[src/rtl/crs_map.svh]
`ifndef CRS_MAP_SVH
`define CRS_MAP_SVH
// register byte offsets on the avalon slave
`define CRS_OFF_DATA0 8'h00
`define CRS_OFF_DATA1 8'h04
`define CRS_OFF_DATA2 8'h08
`define CRS_OFF_DATA3 8'h0C
`define CRS_OFF_ADDR0 8'h10
`define CRS_OFF_ADDR1 8'h14
`define CRS_OFF_FRAME 8'h18
`define CRS_OFF_VTB 8'h1C
`define CRS_OFF_PC 8'h20
`define CRS_OFF_USP 8'h24
`define CRS_OFF_ISP 8'h28
`define CRS_OFF_SB 8'h2C
`define CRS_OFF_FLAGS 8'h30
`define CRS_OFF_WIDE_D0 8'h34
`define CRS_OFF_WIDE_D1 8'h38
`define CRS_OFF_WIDE_A 8'h3C
`define CRS_OFF_ACT_SP 8'h40
// flag bit positions
`define CRS_FLG_C 0
`define CRS_FLG_D 1
`define CRS_FLG_Z 2
`define CRS_FLG_S 3
`define CRS_FLG_B 4
`define CRS_FLG_O 5
`define CRS_FLG_I 6
`define CRS_FLG_U 7
`define CRS_FLG_IPL_LO 8
`define CRS_FLG_IPL_HI 10
`define CRS_FLG_MASK 11'h7FD
`define CRS_FLG_MASK_LO 8'hFD
`define CRS_FLG_RST 11'h000
`define CRS_PC_RST 20'h00000
`define CRS_SWI_LAST 6'h1F
// memory decode bounds
`define CRS_SFR0_LO 20'h00000
`define CRS_SFR0_HI 20'h002FF
`define CRS_RAM_LO 20'h00400
`define CRS_SFR1_LO 20'h02C00
`define CRS_SFR1_HI 20'h02FFF
`define CRS_DF_LO 20'h03000
`define CRS_DF_HI 20'h03FFF
`define CRS_ROM_LO 20'h04000
`define CRS_VEC_LO 20'h0FFDC
`define CRS_VEC_HI 20'h0FFFF
`define CRS_RAM_HI_DEF 20'h01BFF
`define CRS_ROM_HI_DEF 20'h13FFF
`endif

[src/rtl/crs_pkg.sv]
package crs_pkg;
    typedef enum logic [2:0] {
        CRS_REG_NONE = 3'b000,
        CRS_REG_SFR = 3'b001,
        CRS_REG_RAM = 3'b010,
        CRS_REG_DFLASH = 3'b011,
        CRS_REG_ROM = 3'b100,
        CRS_REG_VEC = 3'b101
    } crs_region_e;
    typedef struct packed {
        logic valid;
        logic carry;
        logic zero;
        logic sign;
        logic ovf;
    } crs_alu_flags_s;
    typedef struct packed {
        logic hw_ack;
        logic sw_int;
        logic [5:0] sw_num;
    } crs_int_ack_s;
endpackage

[src/rtl/crs_regset.sv]
// Added by the designer: the address map and the Avalon-MM register port.
`timescale 1ns/1ps
`default_nettype none
`include "crs_map.svh"
module crs_regset #(
    parameter logic [19:0] RAM_HI = `CRS_RAM_HI_DEF,
    parameter logic [19:0] ROM_HI = `CRS_ROM_HI_DEF,
    parameter bit HAS_DFLASH = 1'b1
) (
    input wire logic clk_sys_i,
    input wire logic resetn_i,
    input wire logic [7:0] avs_address_i,
    input wire logic avs_read_i,
    input wire logic avs_write_i,
    input wire logic [31:0] avs_writedata_i,
    input wire logic [3:0] avs_byteenable_i,
    output logic [31:0] avs_readdata_o,
    output logic avs_waitrequest_o,
    input wire logic pc_load_i,
    input wire logic [19:0] pc_next_i,
    input wire crs_pkg::crs_alu_flags_s alu_flags_i,
    input wire crs_pkg::crs_int_ack_s int_ack_i,
    input wire logic irq_req_i,
    input wire logic [2:0] irq_level_i,
    output logic irq_accept_o,
    input wire logic [19:0] mem_addr_i,
    output crs_pkg::crs_region_e mem_region_o,
    output logic [19:0] pc_o,
    output logic [15:0] active_sp_o,
    output logic bank_sel_o
);
    import crs_pkg::*;

    logic [15:0] data_r [2][4];
    logic [15:0] addr_r [2][2];
    logic [15:0] frame_r [2];
    logic [19:0] vtb_r;
    logic [19:0] pc_r;
    logic [15:0] usp_r;
    logic [15:0] isp_r;
    logic [15:0] sb_r;
    logic [10:0] flags_r;
    logic [10:0] flags_nxt;
    logic ack_r;
    logic [31:0] rdata_r;

    // one-cycle wait on every access, answer on the second edge
    wire acc = avs_read_i | avs_write_i;
    assign avs_waitrequest_o = acc & ~ack_r;
    wire done = acc & ack_r;
    wire wr = avs_write_i & ack_r;
    wire bk = flags_r[`CRS_FLG_B];
    wire [15:0] lo_wd = {avs_byteenable_i[1] ? avs_writedata_i[15:8] : 8'h00,
                         avs_byteenable_i[0] ? avs_writedata_i[7:0] : 8'h00};
    wire [15:0] hi_wd = {avs_byteenable_i[3] ? avs_writedata_i[31:24] : 8'h00,
                         avs_byteenable_i[2] ? avs_writedata_i[23:16] : 8'h00};
    wire [3:0] be = avs_byteenable_i;

    wire [15:0] d0 = data_r[bk][0];
    wire [15:0] d1 = data_r[bk][1];
    wire [15:0] d2 = data_r[bk][2];
    wire [15:0] d3 = data_r[bk][3];
    wire [31:0] wide_d0 = {d2, d0};
    wire [31:0] wide_d1 = {d3, d1};
    wire [31:0] wide_a = {addr_r[bk][1], addr_r[bk][0]};
    wire [15:0] sp_act = flags_r[`CRS_FLG_U] ? usp_r : isp_r;

    // byte-merge helper for a 16-bit register half
    function automatic logic [15:0] merge16(input logic [15:0] old, input logic [15:0] nw,
                                            input logic [1:0] en);
        merge16 = {en[1] ? nw[15:8] : old[15:8], en[0] ? nw[7:0] : old[7:0]};
    endfunction

    wire sel_d0 = avs_address_i == `CRS_OFF_DATA0;
    wire sel_d1 = avs_address_i == `CRS_OFF_DATA1;
    wire sel_d2 = avs_address_i == `CRS_OFF_DATA2;
    wire sel_d3 = avs_address_i == `CRS_OFF_DATA3;
    wire sel_a0 = avs_address_i == `CRS_OFF_ADDR0;
    wire sel_a1 = avs_address_i == `CRS_OFF_ADDR1;
    wire sel_fb = avs_address_i == `CRS_OFF_FRAME;
    wire sel_vtb = avs_address_i == `CRS_OFF_VTB;
    wire sel_usp = avs_address_i == `CRS_OFF_USP;
    wire sel_isp = avs_address_i == `CRS_OFF_ISP;
    wire sel_sb = avs_address_i == `CRS_OFF_SB;
    wire sel_flg = avs_address_i == `CRS_OFF_FLAGS;
    wire sel_wd0 = avs_address_i == `CRS_OFF_WIDE_D0;
    wire sel_wd1 = avs_address_i == `CRS_OFF_WIDE_D1;
    wire sel_wa = avs_address_i == `CRS_OFF_WIDE_A;

    // read mux; unmapped offsets read zero
    logic [31:0] rmux;
    always_comb begin
        unique case (avs_address_i)
            `CRS_OFF_DATA0: rmux = {16'h0000, d0};
            `CRS_OFF_DATA1: rmux = {16'h0000, d1};
            `CRS_OFF_DATA2: rmux = {16'h0000, d2};
            `CRS_OFF_DATA3: rmux = {16'h0000, d3};
            `CRS_OFF_ADDR0: rmux = {16'h0000, addr_r[bk][0]};
            `CRS_OFF_ADDR1: rmux = {16'h0000, addr_r[bk][1]};
            `CRS_OFF_FRAME: rmux = {16'h0000, frame_r[bk]};
            `CRS_OFF_VTB: rmux = {12'h000, vtb_r};
            `CRS_OFF_PC: rmux = {12'h000, pc_r};
            `CRS_OFF_USP: rmux = {16'h0000, usp_r};
            `CRS_OFF_ISP: rmux = {16'h0000, isp_r};
            `CRS_OFF_SB: rmux = {16'h0000, sb_r};
            `CRS_OFF_FLAGS: rmux = {21'h000000, flags_r};
            `CRS_OFF_WIDE_D0: rmux = wide_d0;
            `CRS_OFF_WIDE_D1: rmux = wide_d1;
            `CRS_OFF_WIDE_A: rmux = wide_a;
            `CRS_OFF_ACT_SP: rmux = {16'h0000, sp_act};
            default: rmux = 32'h00000000;
        endcase
    end

    always_ff @(posedge clk_sys_i or negedge resetn_i) begin
        if (!resetn_i) begin
            ack_r <= 1'b0;
            rdata_r <= 32'h00000000;
        end else begin
            ack_r <= acc & ~ack_r;
            if (avs_read_i & ~ack_r) begin
                rdata_r <= rmux;
            end
        end
    end
    assign avs_readdata_o = rdata_r;

    // banked registers, written in the active bank only
    genvar g;
    generate
        for (g = 0; g < 2; g++) begin : g_bank
            wire act = (bk == g[0]) & wr;
            always_ff @(posedge clk_sys_i or negedge resetn_i) begin
                if (!resetn_i) begin
                    data_r[g] <= '{default: 16'h0000};
                    addr_r[g] <= '{default: 16'h0000};
                    frame_r[g] <= 16'h0000;
                end else if (act) begin
                    // byte lanes let the halves of data0/data1 be written alone
                    if (sel_d0) data_r[g][0] <= merge16(data_r[g][0], lo_wd, be[1:0]);
                    if (sel_d1) data_r[g][1] <= merge16(data_r[g][1], lo_wd, be[1:0]);
                    if (sel_d2) data_r[g][2] <= merge16(data_r[g][2], lo_wd, be[1:0]);
                    if (sel_d3) data_r[g][3] <= merge16(data_r[g][3], lo_wd, be[1:0]);
                    if (sel_wd0) begin
                        data_r[g][0] <= merge16(data_r[g][0], lo_wd, be[1:0]);
                        data_r[g][2] <= merge16(data_r[g][2], hi_wd, be[3:2]);
                    end
                    if (sel_wd1) begin
                        data_r[g][1] <= merge16(data_r[g][1], lo_wd, be[1:0]);
                        data_r[g][3] <= merge16(data_r[g][3], hi_wd, be[3:2]);
                    end
                    if (sel_a0 | sel_wa) addr_r[g][0] <= merge16(addr_r[g][0], lo_wd, be[1:0]);
                    if (sel_a1) addr_r[g][1] <= merge16(addr_r[g][1], lo_wd, be[1:0]);
                    if (sel_wa) addr_r[g][1] <= merge16(addr_r[g][1], hi_wd, be[3:2]);
                    if (sel_fb) frame_r[g] <= merge16(frame_r[g], lo_wd, be[1:0]);
                end
            end
        end
    endgenerate

    always_ff @(posedge clk_sys_i or negedge resetn_i) begin
        if (!resetn_i) begin
            vtb_r <= 20'h00000;
            usp_r <= 16'h0000;
            isp_r <= 16'h0000;
            sb_r <= 16'h0000;
        end else if (wr) begin
            if (sel_vtb) vtb_r <= {be[2] ? avs_writedata_i[19:16] : vtb_r[19:16],
                                   merge16(vtb_r[15:0], lo_wd, be[1:0])};
            if (sel_usp) usp_r <= merge16(usp_r, lo_wd, be[1:0]);
            if (sel_isp) isp_r <= merge16(isp_r, lo_wd, be[1:0]);
            if (sel_sb) sb_r <= merge16(sb_r, lo_wd, be[1:0]);
        end
    end

    always_ff @(posedge clk_sys_i or negedge resetn_i) begin
        if (!resetn_i) begin
            pc_r <= `CRS_PC_RST;
        end else if (pc_load_i) begin
            pc_r <= pc_next_i;
        end
    end

    // flag update: software write first, then alu, then acknowledge clears win
    wire swi_low = int_ack_i.sw_int & (int_ack_i.sw_num <= `CRS_SWI_LAST);
    wire any_ack = int_ack_i.hw_ack | int_ack_i.sw_int;
    always_comb begin
        flags_nxt = flags_r;
        if (wr & sel_flg & be[0]) flags_nxt[7:0] = avs_writedata_i[7:0] & `CRS_FLG_MASK_LO;
        if (wr & sel_flg & be[1]) flags_nxt[10:8] = avs_writedata_i[10:8];
        if (alu_flags_i.valid) begin
            flags_nxt[`CRS_FLG_C] = alu_flags_i.carry;
            flags_nxt[`CRS_FLG_Z] = alu_flags_i.zero;
            flags_nxt[`CRS_FLG_S] = alu_flags_i.sign;
            flags_nxt[`CRS_FLG_O] = alu_flags_i.ovf;
        end
        if (any_ack) flags_nxt[`CRS_FLG_I] = 1'b0;
        if (int_ack_i.hw_ack | swi_low) flags_nxt[`CRS_FLG_U] = 1'b0;
    end
    always_ff @(posedge clk_sys_i or negedge resetn_i) begin
        if (!resetn_i) flags_r <= `CRS_FLG_RST;
        else flags_r <= flags_nxt;
    end

    wire [2:0] cpu_priority_level = flags_r[`CRS_FLG_IPL_HI:`CRS_FLG_IPL_LO];
    assign irq_accept_o = irq_req_i & flags_r[`CRS_FLG_I] & (irq_level_i > cpu_priority_level);

    // address decode over the full 20-bit space
    wire in_sfr = (mem_addr_i <= `CRS_SFR0_HI) |
                  (mem_addr_i >= `CRS_SFR1_LO & mem_addr_i <= `CRS_SFR1_HI);
    wire in_ram = (mem_addr_i >= `CRS_RAM_LO) & (mem_addr_i <= RAM_HI);
    wire in_df = HAS_DFLASH & (mem_addr_i >= `CRS_DF_LO) & (mem_addr_i <= `CRS_DF_HI);
    wire in_vec = (mem_addr_i >= `CRS_VEC_LO) & (mem_addr_i <= `CRS_VEC_HI);
    wire in_rom = (mem_addr_i >= `CRS_ROM_LO) & (mem_addr_i <= ROM_HI);
    always_comb begin
        if (in_sfr) mem_region_o = CRS_REG_SFR;
        else if (in_vec) mem_region_o = CRS_REG_VEC;
        else if (in_ram) mem_region_o = CRS_REG_RAM;
        else if (in_df) mem_region_o = CRS_REG_DFLASH;
        else if (in_rom) mem_region_o = CRS_REG_ROM;
        else mem_region_o = CRS_REG_NONE;
    end

    assign pc_o = pc_r;
    assign active_sp_o = sp_act;
    assign bank_sel_o = bk;
endmodule
`default_nettype wire

[config.mk]
export PLATFORM = sky130hd
export DESIGN_NAME = crs_regset
export DESIGN_NICKNAME = d
export VERILOG_FILES = /design/src/rtl/crs_pkg.sv /design/src/rtl/crs_regset.sv
export VERILOG_INCLUDE_DIRS = /design/src /design/src/rtl
export SDC_FILE = /design/constraint.sdc
export NUM_CORES = 1
export LEC_CHECK = 0
export ABC_AREA = 1
export BUFFER_PORTS_ARGS = -buffer_cell sky130_fd_sc_hd__buf_2
export CAP_MARGIN = 0
export CELL_PAD_IN_SITES_DETAIL_PLACEMENT = 1
export CELL_PAD_IN_SITES_GLOBAL_PLACEMENT = 1
export CORE_MARGIN = 4
export CORE_UTILIZATION = 47
export CTS_BUF_LIST = sky130_fd_sc_hd__clkbuf_4 sky130_fd_sc_hd__clkbuf_8 sky130_fd_sc_hd__clkbuf_16
export DETAILED_ROUTE_END_ITERATION = 8
export PLACE_DENSITY_LB_ADDON = 0.05
export SLEW_MARGIN = 10
export SYNTH_ARGS = -nofsm -noshare
export SYNTH_HDL_FRONTEND = slang
export SYNTH_SLANG_ARGS = --single-unit
[constraint.sdc]
create_clock -name clk_sys_i -period 3.3 [get_ports clk_sys_i]
set_input_delay 0.99 -clock clk_sys_i [delete_from_list [all_inputs] [get_ports clk_sys_i]]
set_output_delay 0.99 -clock clk_sys_i [all_outputs]
set_load 0.01 [all_outputs]
## Yosys cells after proc, flatten, opt, wreduce, memory -nomap -nowiden

Index checks and enable logic that the tools add are counted.

| word-level totals | value |
|---|---|
| register bits | 355 |
| input port bits | 106 |
| output and inout port bits | 74 |
| logic and storage cells | 197 |

| operators by class | value |
|---|---|
| $lt $le $gt $ge | 14 |
| eq/ne operators | 22 |
| multiplexer cells | 48 |
| bitwise gates (word level) | 24 |
| reduce and logical (&&, ||, !) cells | 48 |

Operators by type and width:

| kind | count |
|---|---|
| $pmux 32 s17 | 1 |
| $mux 16 | 18 |
| $mux 64 | 3 |
| $mux 8 | 13 |
| $mux 32 | 3 |
| $eq 8x6->1 const B | 8 |
| $reduce_and 3->1 | 17 |
| $reduce_and 4->1 | 12 |
| $ge 20x14->1 const B | 2 |
| $le 20x14->1 const B | 2 |
| $eq 8x5->1 const B | 4 |
| $reduce_bool 2->1 | 14 |
| $ge 20x11->1 const B | 1 |
| $ge 20x15->1 const B | 1 |
| $ge 20x16->1 const B | 1 |
| $le 20x10->1 const B | 1 |
| $le 20x13->1 const B | 1 |
| $le 20x16->1 const B | 1 |
| $le 20x17->1 const B | 1 |
| $and 1x1->1 | 16 |
| $eq 8x4->1 const B | 2 |
| $mux 3 | 5 |
| $ne 2x2->1 const B | 6 |
| $eq 8x3->1 const B | 1 |
| 11 further kinds | 22 |

## Depth between registers and ports, before layout

| depth | value |
|---|---|
| depth after elaboration | 7 |
| gate-level depth with buffers | 12 |
| depth with buffers taken out | 9 |

## Least setup slack after synthesis

No wires, ideal clock.

| path | value |
|---|---|
| path type | input to output |
| from | input port irq_level_i[2] |
| to | output port irq_accept_o |
| arrival time | 1.795 ns |
| required time | 2.310 ns |
| path slack | 0.515 ns |
| stages on the path | 5 |
| path buffers | 0 |
| cells stage by stage | ha_1 nand2_1 nor2_1 a211oi_1 a311oi_1 |

| on the way | value |
|---|---|
| cells in the longest elaborated chain, start to end | 2 |

RTL lines:

| item | RTL line | text |
|---|---|---|
| from (decl) | crs_regset.sv:24 | `input wire logic [2:0] irq_level_i,` |
| $gt 3x3->1 | crs_regset.sv:206 | `` assign irq_accept_o = irq_req_i & flags_r[`CRS_FLG_I] & (irq_level_i > cpu_priority_level); `` |
| $and 1x1->1 | crs_regset.sv:206 |  |
| to (decl) | crs_regset.sv:25 | `output logic irq_accept_o,` |

No other way between the ends.

## Final worst setup path

| path | value |
|---|---|
| from | input port mem_addr_i[19] |
| to | output port mem_region_o[1] |

| on the way | value |
|---|---|
| cells in the longest elaborated chain, start to end | 6 |
| elaborated cells between the ends (all ways) | 18 |

RTL lines:

| item | RTL line | text |
|---|---|---|
| from (decl) | crs_regset.sv:26 | `input wire logic [19:0] mem_addr_i,` |
| $ge 20x14->1 (no source line) / $le 20x14->1 (equally long branches) | -- |  |
| $and 1x1->1 | crs_regset.sv:212 | `` wire in_df = HAS_DFLASH & (mem_addr_i >= `CRS_DF_LO) & (mem_addr_i <= `CRS_DF_HI); `` |
| $mux 3 | crs_regset.sv:219 | `else if (in_df) mem_region_o = CRS_REG_DFLASH;` |
| $mux 3 | crs_regset.sv:218 | `else if (in_ram) mem_region_o = CRS_REG_RAM;` |
| $mux 3 | crs_regset.sv:217 | `else if (in_vec) mem_region_o = CRS_REG_VEC;` |
| $mux 3 (*) | crs_regset.sv:216 | `if (in_sfr) mem_region_o = CRS_REG_SFR;` |
| to (decl) | crs_regset.sv:27 | `output crs_pkg::crs_region_e mem_region_o,` |

Every way passes the cells marked *; elsewhere a longest branch is shown, timed or not.

==> run summary <==
The routed design has 69600 µm of wire. On the critical path the largest part of the delay comes from buffers and inverters. The clock insertion delay at the later pin of the skew report is 0.57 ns.

Of the post-synthesis cell area, the dominant cell type holds 0.488. The path class of the tightest hold or removal check is input pin to asynchronous set/reset pin. The number of global-route vias before repair came out at 18.5k.

Of the total synthesized cell area, the portion taken by full adders, half adders and majority gates is 0.00206. The number of remaining DRC errors is 0. The number of core rows is 71. The leading register cell type out of synthesis is sky130_fd_sc_hd__dfrtp_1. The core outline area is 37900 µm². From bottom edge to top edge, the die measures 205 µm. During synthesis, Yosys emitted a total of 0 warnings. The gate count of the mapped netlist is 2540. The total setup buffers inserted after CTS is 0. The setup check on the worst reg-to-reg path leaves a slack of 1.01 ns. The growth of design area from synthesis to finish came out at 16.6%. For this block, the initial DRC count from the detailed router was 1468. The stage delay of the slowest cell on the critical path is 0.30 ns. Traced cell by cell, the critical path runs through buf_2 -> nor2_1 -> inv_1 -> nor2_1 -> nand2_1 -> o41ai_1 -> buf_2. The most frequent cell after synthesis is sky130_fd_sc_hd__nand2_1. The simple logic cell fraction of the synthesized area is 0.322. The critical path starts at mem_addr_i[19]. The count of nets after finishing is 2793. The worst register-to-register path has a depth of 8. In the finished design, the share of the clock period the worst path needs comes to 0.911. Once detail routing completed, the nets flagged for antenna violations numbered 0. Sorting the synthesized cells by area gives the leading types as sky130_fd_sc_hd__dfrtp_1, sky130_fd_sc_hd__nand2_1, sky130_fd_sc_hd__o21ai_0.

The port buffer count is 172. Across the run, the number of max-cap violations was 0. The count of final hold-check violations came out at 0.

The count of hold-fix buffers inserted at cts is 0. The mean routed wirelength per cell came out at 21.6 µm. The average vias per placed instance came out at 5.65. Entering global routing, the biggest net connects 89 pins. Across the VDD grid, the largest voltage drop is 499 µV. The final cell utilization of the core is 0.559.

The tree is rooted in a sky130_fd_sc_hd__clkbuf_16. Dividing total power by cell area gives a power density of 471 nW/µm². The flow ran to the end, and the final reports show no timing, DRC or antenna violations. By count the netlist is led by sky130_fd_sc_hd__nand2_1, sky130_fd_sc_hd__o21ai_0, sky130_fd_sc_hd__dfrtp_1, sky130_fd_sc_hd__nand3_1, sky130_fd_sc_hd__nor2_1. The initial antenna violation count is 2. The total global routing overflow is 0.

The area of the die is 41900 µm². The total CTS buffers came out at 41. The width of the die came out at 205 µm.

The sequential cell area fraction in the yosys report is 0.488. The worst-path maximum fanout is 3. The first-pass iteration count of the detailed router came out at 5. In the global route stage, overall resource usage came out at 0.331. The fmax came out at 333 MHz. The number of enable-type register cells in the synthesized netlist is 0. The leakage power came out at 11.1 nW. The headroom to the max-slew limit is 0.176.

In the post-route analysis, the smallest setup slack over all paths is 0.294 ns. The master of the slowest instance on the critical path is sky130_fd_sc_hd__o41ai_1. Setup violations remaining at the end of the flow were counted as 0. Setup repair after global routing left no endpoint under its margin. The worst flop-to-flop path startpoint is flags_r[4]. The fraction of layout instances using a drive strength above 1 is 0.130. The wire-length estimate of the detail-placed layout is 49100 µm. The slew of the pin with the lowest slew margin came out at 1.23 ns.

sky130_fd_sc_hd__dfrtp_1 takes more of the synthesized area than any other cell. The number of buffer and inverter instances along the worst setup path came out at 3. Summing over every cut layer, the via total after detailed routing is 18.3k.

The shortest clock period the worst path allows after layout came out at 3.01 ns. Clock-pin slew was measured on the worst setup and hold paths at 0.06 ns. The layout filler cell count is 4890. The total count of max-transition violations in the final report came out at 0. The area fraction in compound gates after synthesis came out at 0.125. The placer's final routability congestion estimate is 0.926. TritonCTS built the clock tree.

The clock sink count came out at 355. The area of the mapped netlist came out at 18200 µm². The worst-case clock skew is 0.0201 ns. Of the total synthesized cell area, the portion taken by XOR and XNOR cells is 0. The flip-flop and latch count after synthesis came out at 355.

The number of cells in the design after placement is 3152. The async set-or-reset flop fraction in the synthesized netlist came out at 1.00. STA classifies the critical path endpoint as an output port. The clock passes through at most 3 buffers.

After synthesis, the largest family of logic cells by area is simple AND/OR/NAND/NOR gates. The effective utilization at floorplan is 0.479. The aggregate negative setup slack is 0 ns. Of the post-synthesis cell area, the part taken by muxes is 0.00248.

The first global-routing pass estimated 107000 µm of wire. CTS built an H-tree with a depth of 2. The data arrival time of the critical path came out at 2.02 ns. Timing analysis after detailed placement gives a worst setup slack of -0.0209 ns.

The startpoint-to-endpoint class of the critical path is input pin to output port. The worst setup path is launched from an input pin. The non-filler instance count after layout came out at 3229. 180 I/O pins were placed. Data on the critical path is required at its endpoint by 2.31 ns. The post-CTS resize count came out at 0.

In this run the critical register-to-register path is captured at avs_readdata_o[13]. The post-synthesis area per instance is 7.16 µm². The number of unique standard cell types used by synthesis came out at 32. The number of nets in the synthesized netlist is 2649.
[state kept, by name (all words and copies together) (netlist names), 20 cells and up]
signal and cells:
pc_o 20, data_r 128, avs_readdata_o 32, frame_r 32
addr_r 64, vtb_r 20
[through the flow]
step / cell area, µm² / hold WS (ns) / total power, W
6_report: 21200 / 0.357 / 0.00998
5_1_grt: 21200 / 0.401 / 0.0103
4_1_cts: 21200 / 0.411 / 0.0100
3_5_place_dp: 19800 / 0.461 / 0.00527
3_3_place_gp: 19800 / 0.451 / 0.00524
2_1_floorplan: 18200 / 0.449 / 0.00485
[per-layer routing]
metal | GRT usage | wire, µm | up-vias
li1 | - | - | 8398
met1 | 0.436 | 28800 | 9056
met2 | 0.540 | 32500 | 654
met3 | 0.0590 | 4950 | 151
met4 | 0.145 | 3310 | 0
met5 | 0 | 0 | -
[final cells by class]
cell class,instances,area (µm²),area share
clock buffers,60,1250,0.0591
repair buffers,245,1520,0.0716
multi-input cells,1902,8230,0.388
diodes,1,2.50,0.000118
clock inverters,16,164,0.00773
flip-flops and latches,355,8890,0.419
inverters,139,522,0.0246
well taps,511,639,0.0301
[logic make-up (layout without fill, tap and decap cells)]
group           count (synthesis)  count (layout)
compound gates                439             439
fa+ha+maj                       3               3
buf+inv                       283             460
flops                         355             355
mux                             4               4
other cells                     0               1
simple gates                 1456            1456
[how the worst max path moves through the flow]
stage,depth (start not counted),endpoint
after floorplan,5,irq_accept_o
after global routing,7,mem_region_o[1]
after CTS,7,mem_region_o[1]
final,7,mem_region_o[1]
after global placement,9,data_r[105]
after detailed placement,9,data_r[105]
[placed cells by master (no fill, tap or decap), types with 5 or more instances in the layout]
| cell type | instances |
|---|---|
| sky130_fd_sc_hd__nand2_1 | 1057 |
| sky130_fd_sc_hd__o21ai_0 | 396 |
| sky130_fd_sc_hd__dfrtp_1 | 354 |
| sky130_fd_sc_hd__nand3_1 | 215 |
| sky130_fd_sc_hd__buf_2 | 171 |
| sky130_fd_sc_hd__nor2_1 | 156 |
| sky130_fd_sc_hd__inv_1 | 137 |
| sky130_fd_sc_hd__buf_4 | 65 |
| sky130_fd_sc_hd__clkbuf_16 | 43 |
| sky130_fd_sc_hd__o21bai_1 | 13 |
| sky130_fd_sc_hd__a21oi_1 | 11 |
| sky130_fd_sc_hd__clkinv_2 | 10 |
| sky130_fd_sc_hd__o21ai_1 | 9 |
| sky130_fd_sc_hd__clkbuf_4 | 9 |
| sky130_fd_sc_hd__nor2_2 | 8 |
| sky130_fd_sc_hd__clkbuf_8 | 8 |
| sky130_fd_sc_hd__buf_12 | 8 |
| sky130_fd_sc_hd__nor3_1 | 5 |
[power by group]
group / switching, W / total, W / internal, W
Sequential: 0.0000528 / 0.00449 / 0.00444
Clock: 0.00191 / 0.00478 / 0.00288
Combinational: 0.000518 / 0.000709 / 0.000192
Total: 0.00248 / 0.00998 / 0.00751
No activity file was read; power rests on OpenSTA's default activity.
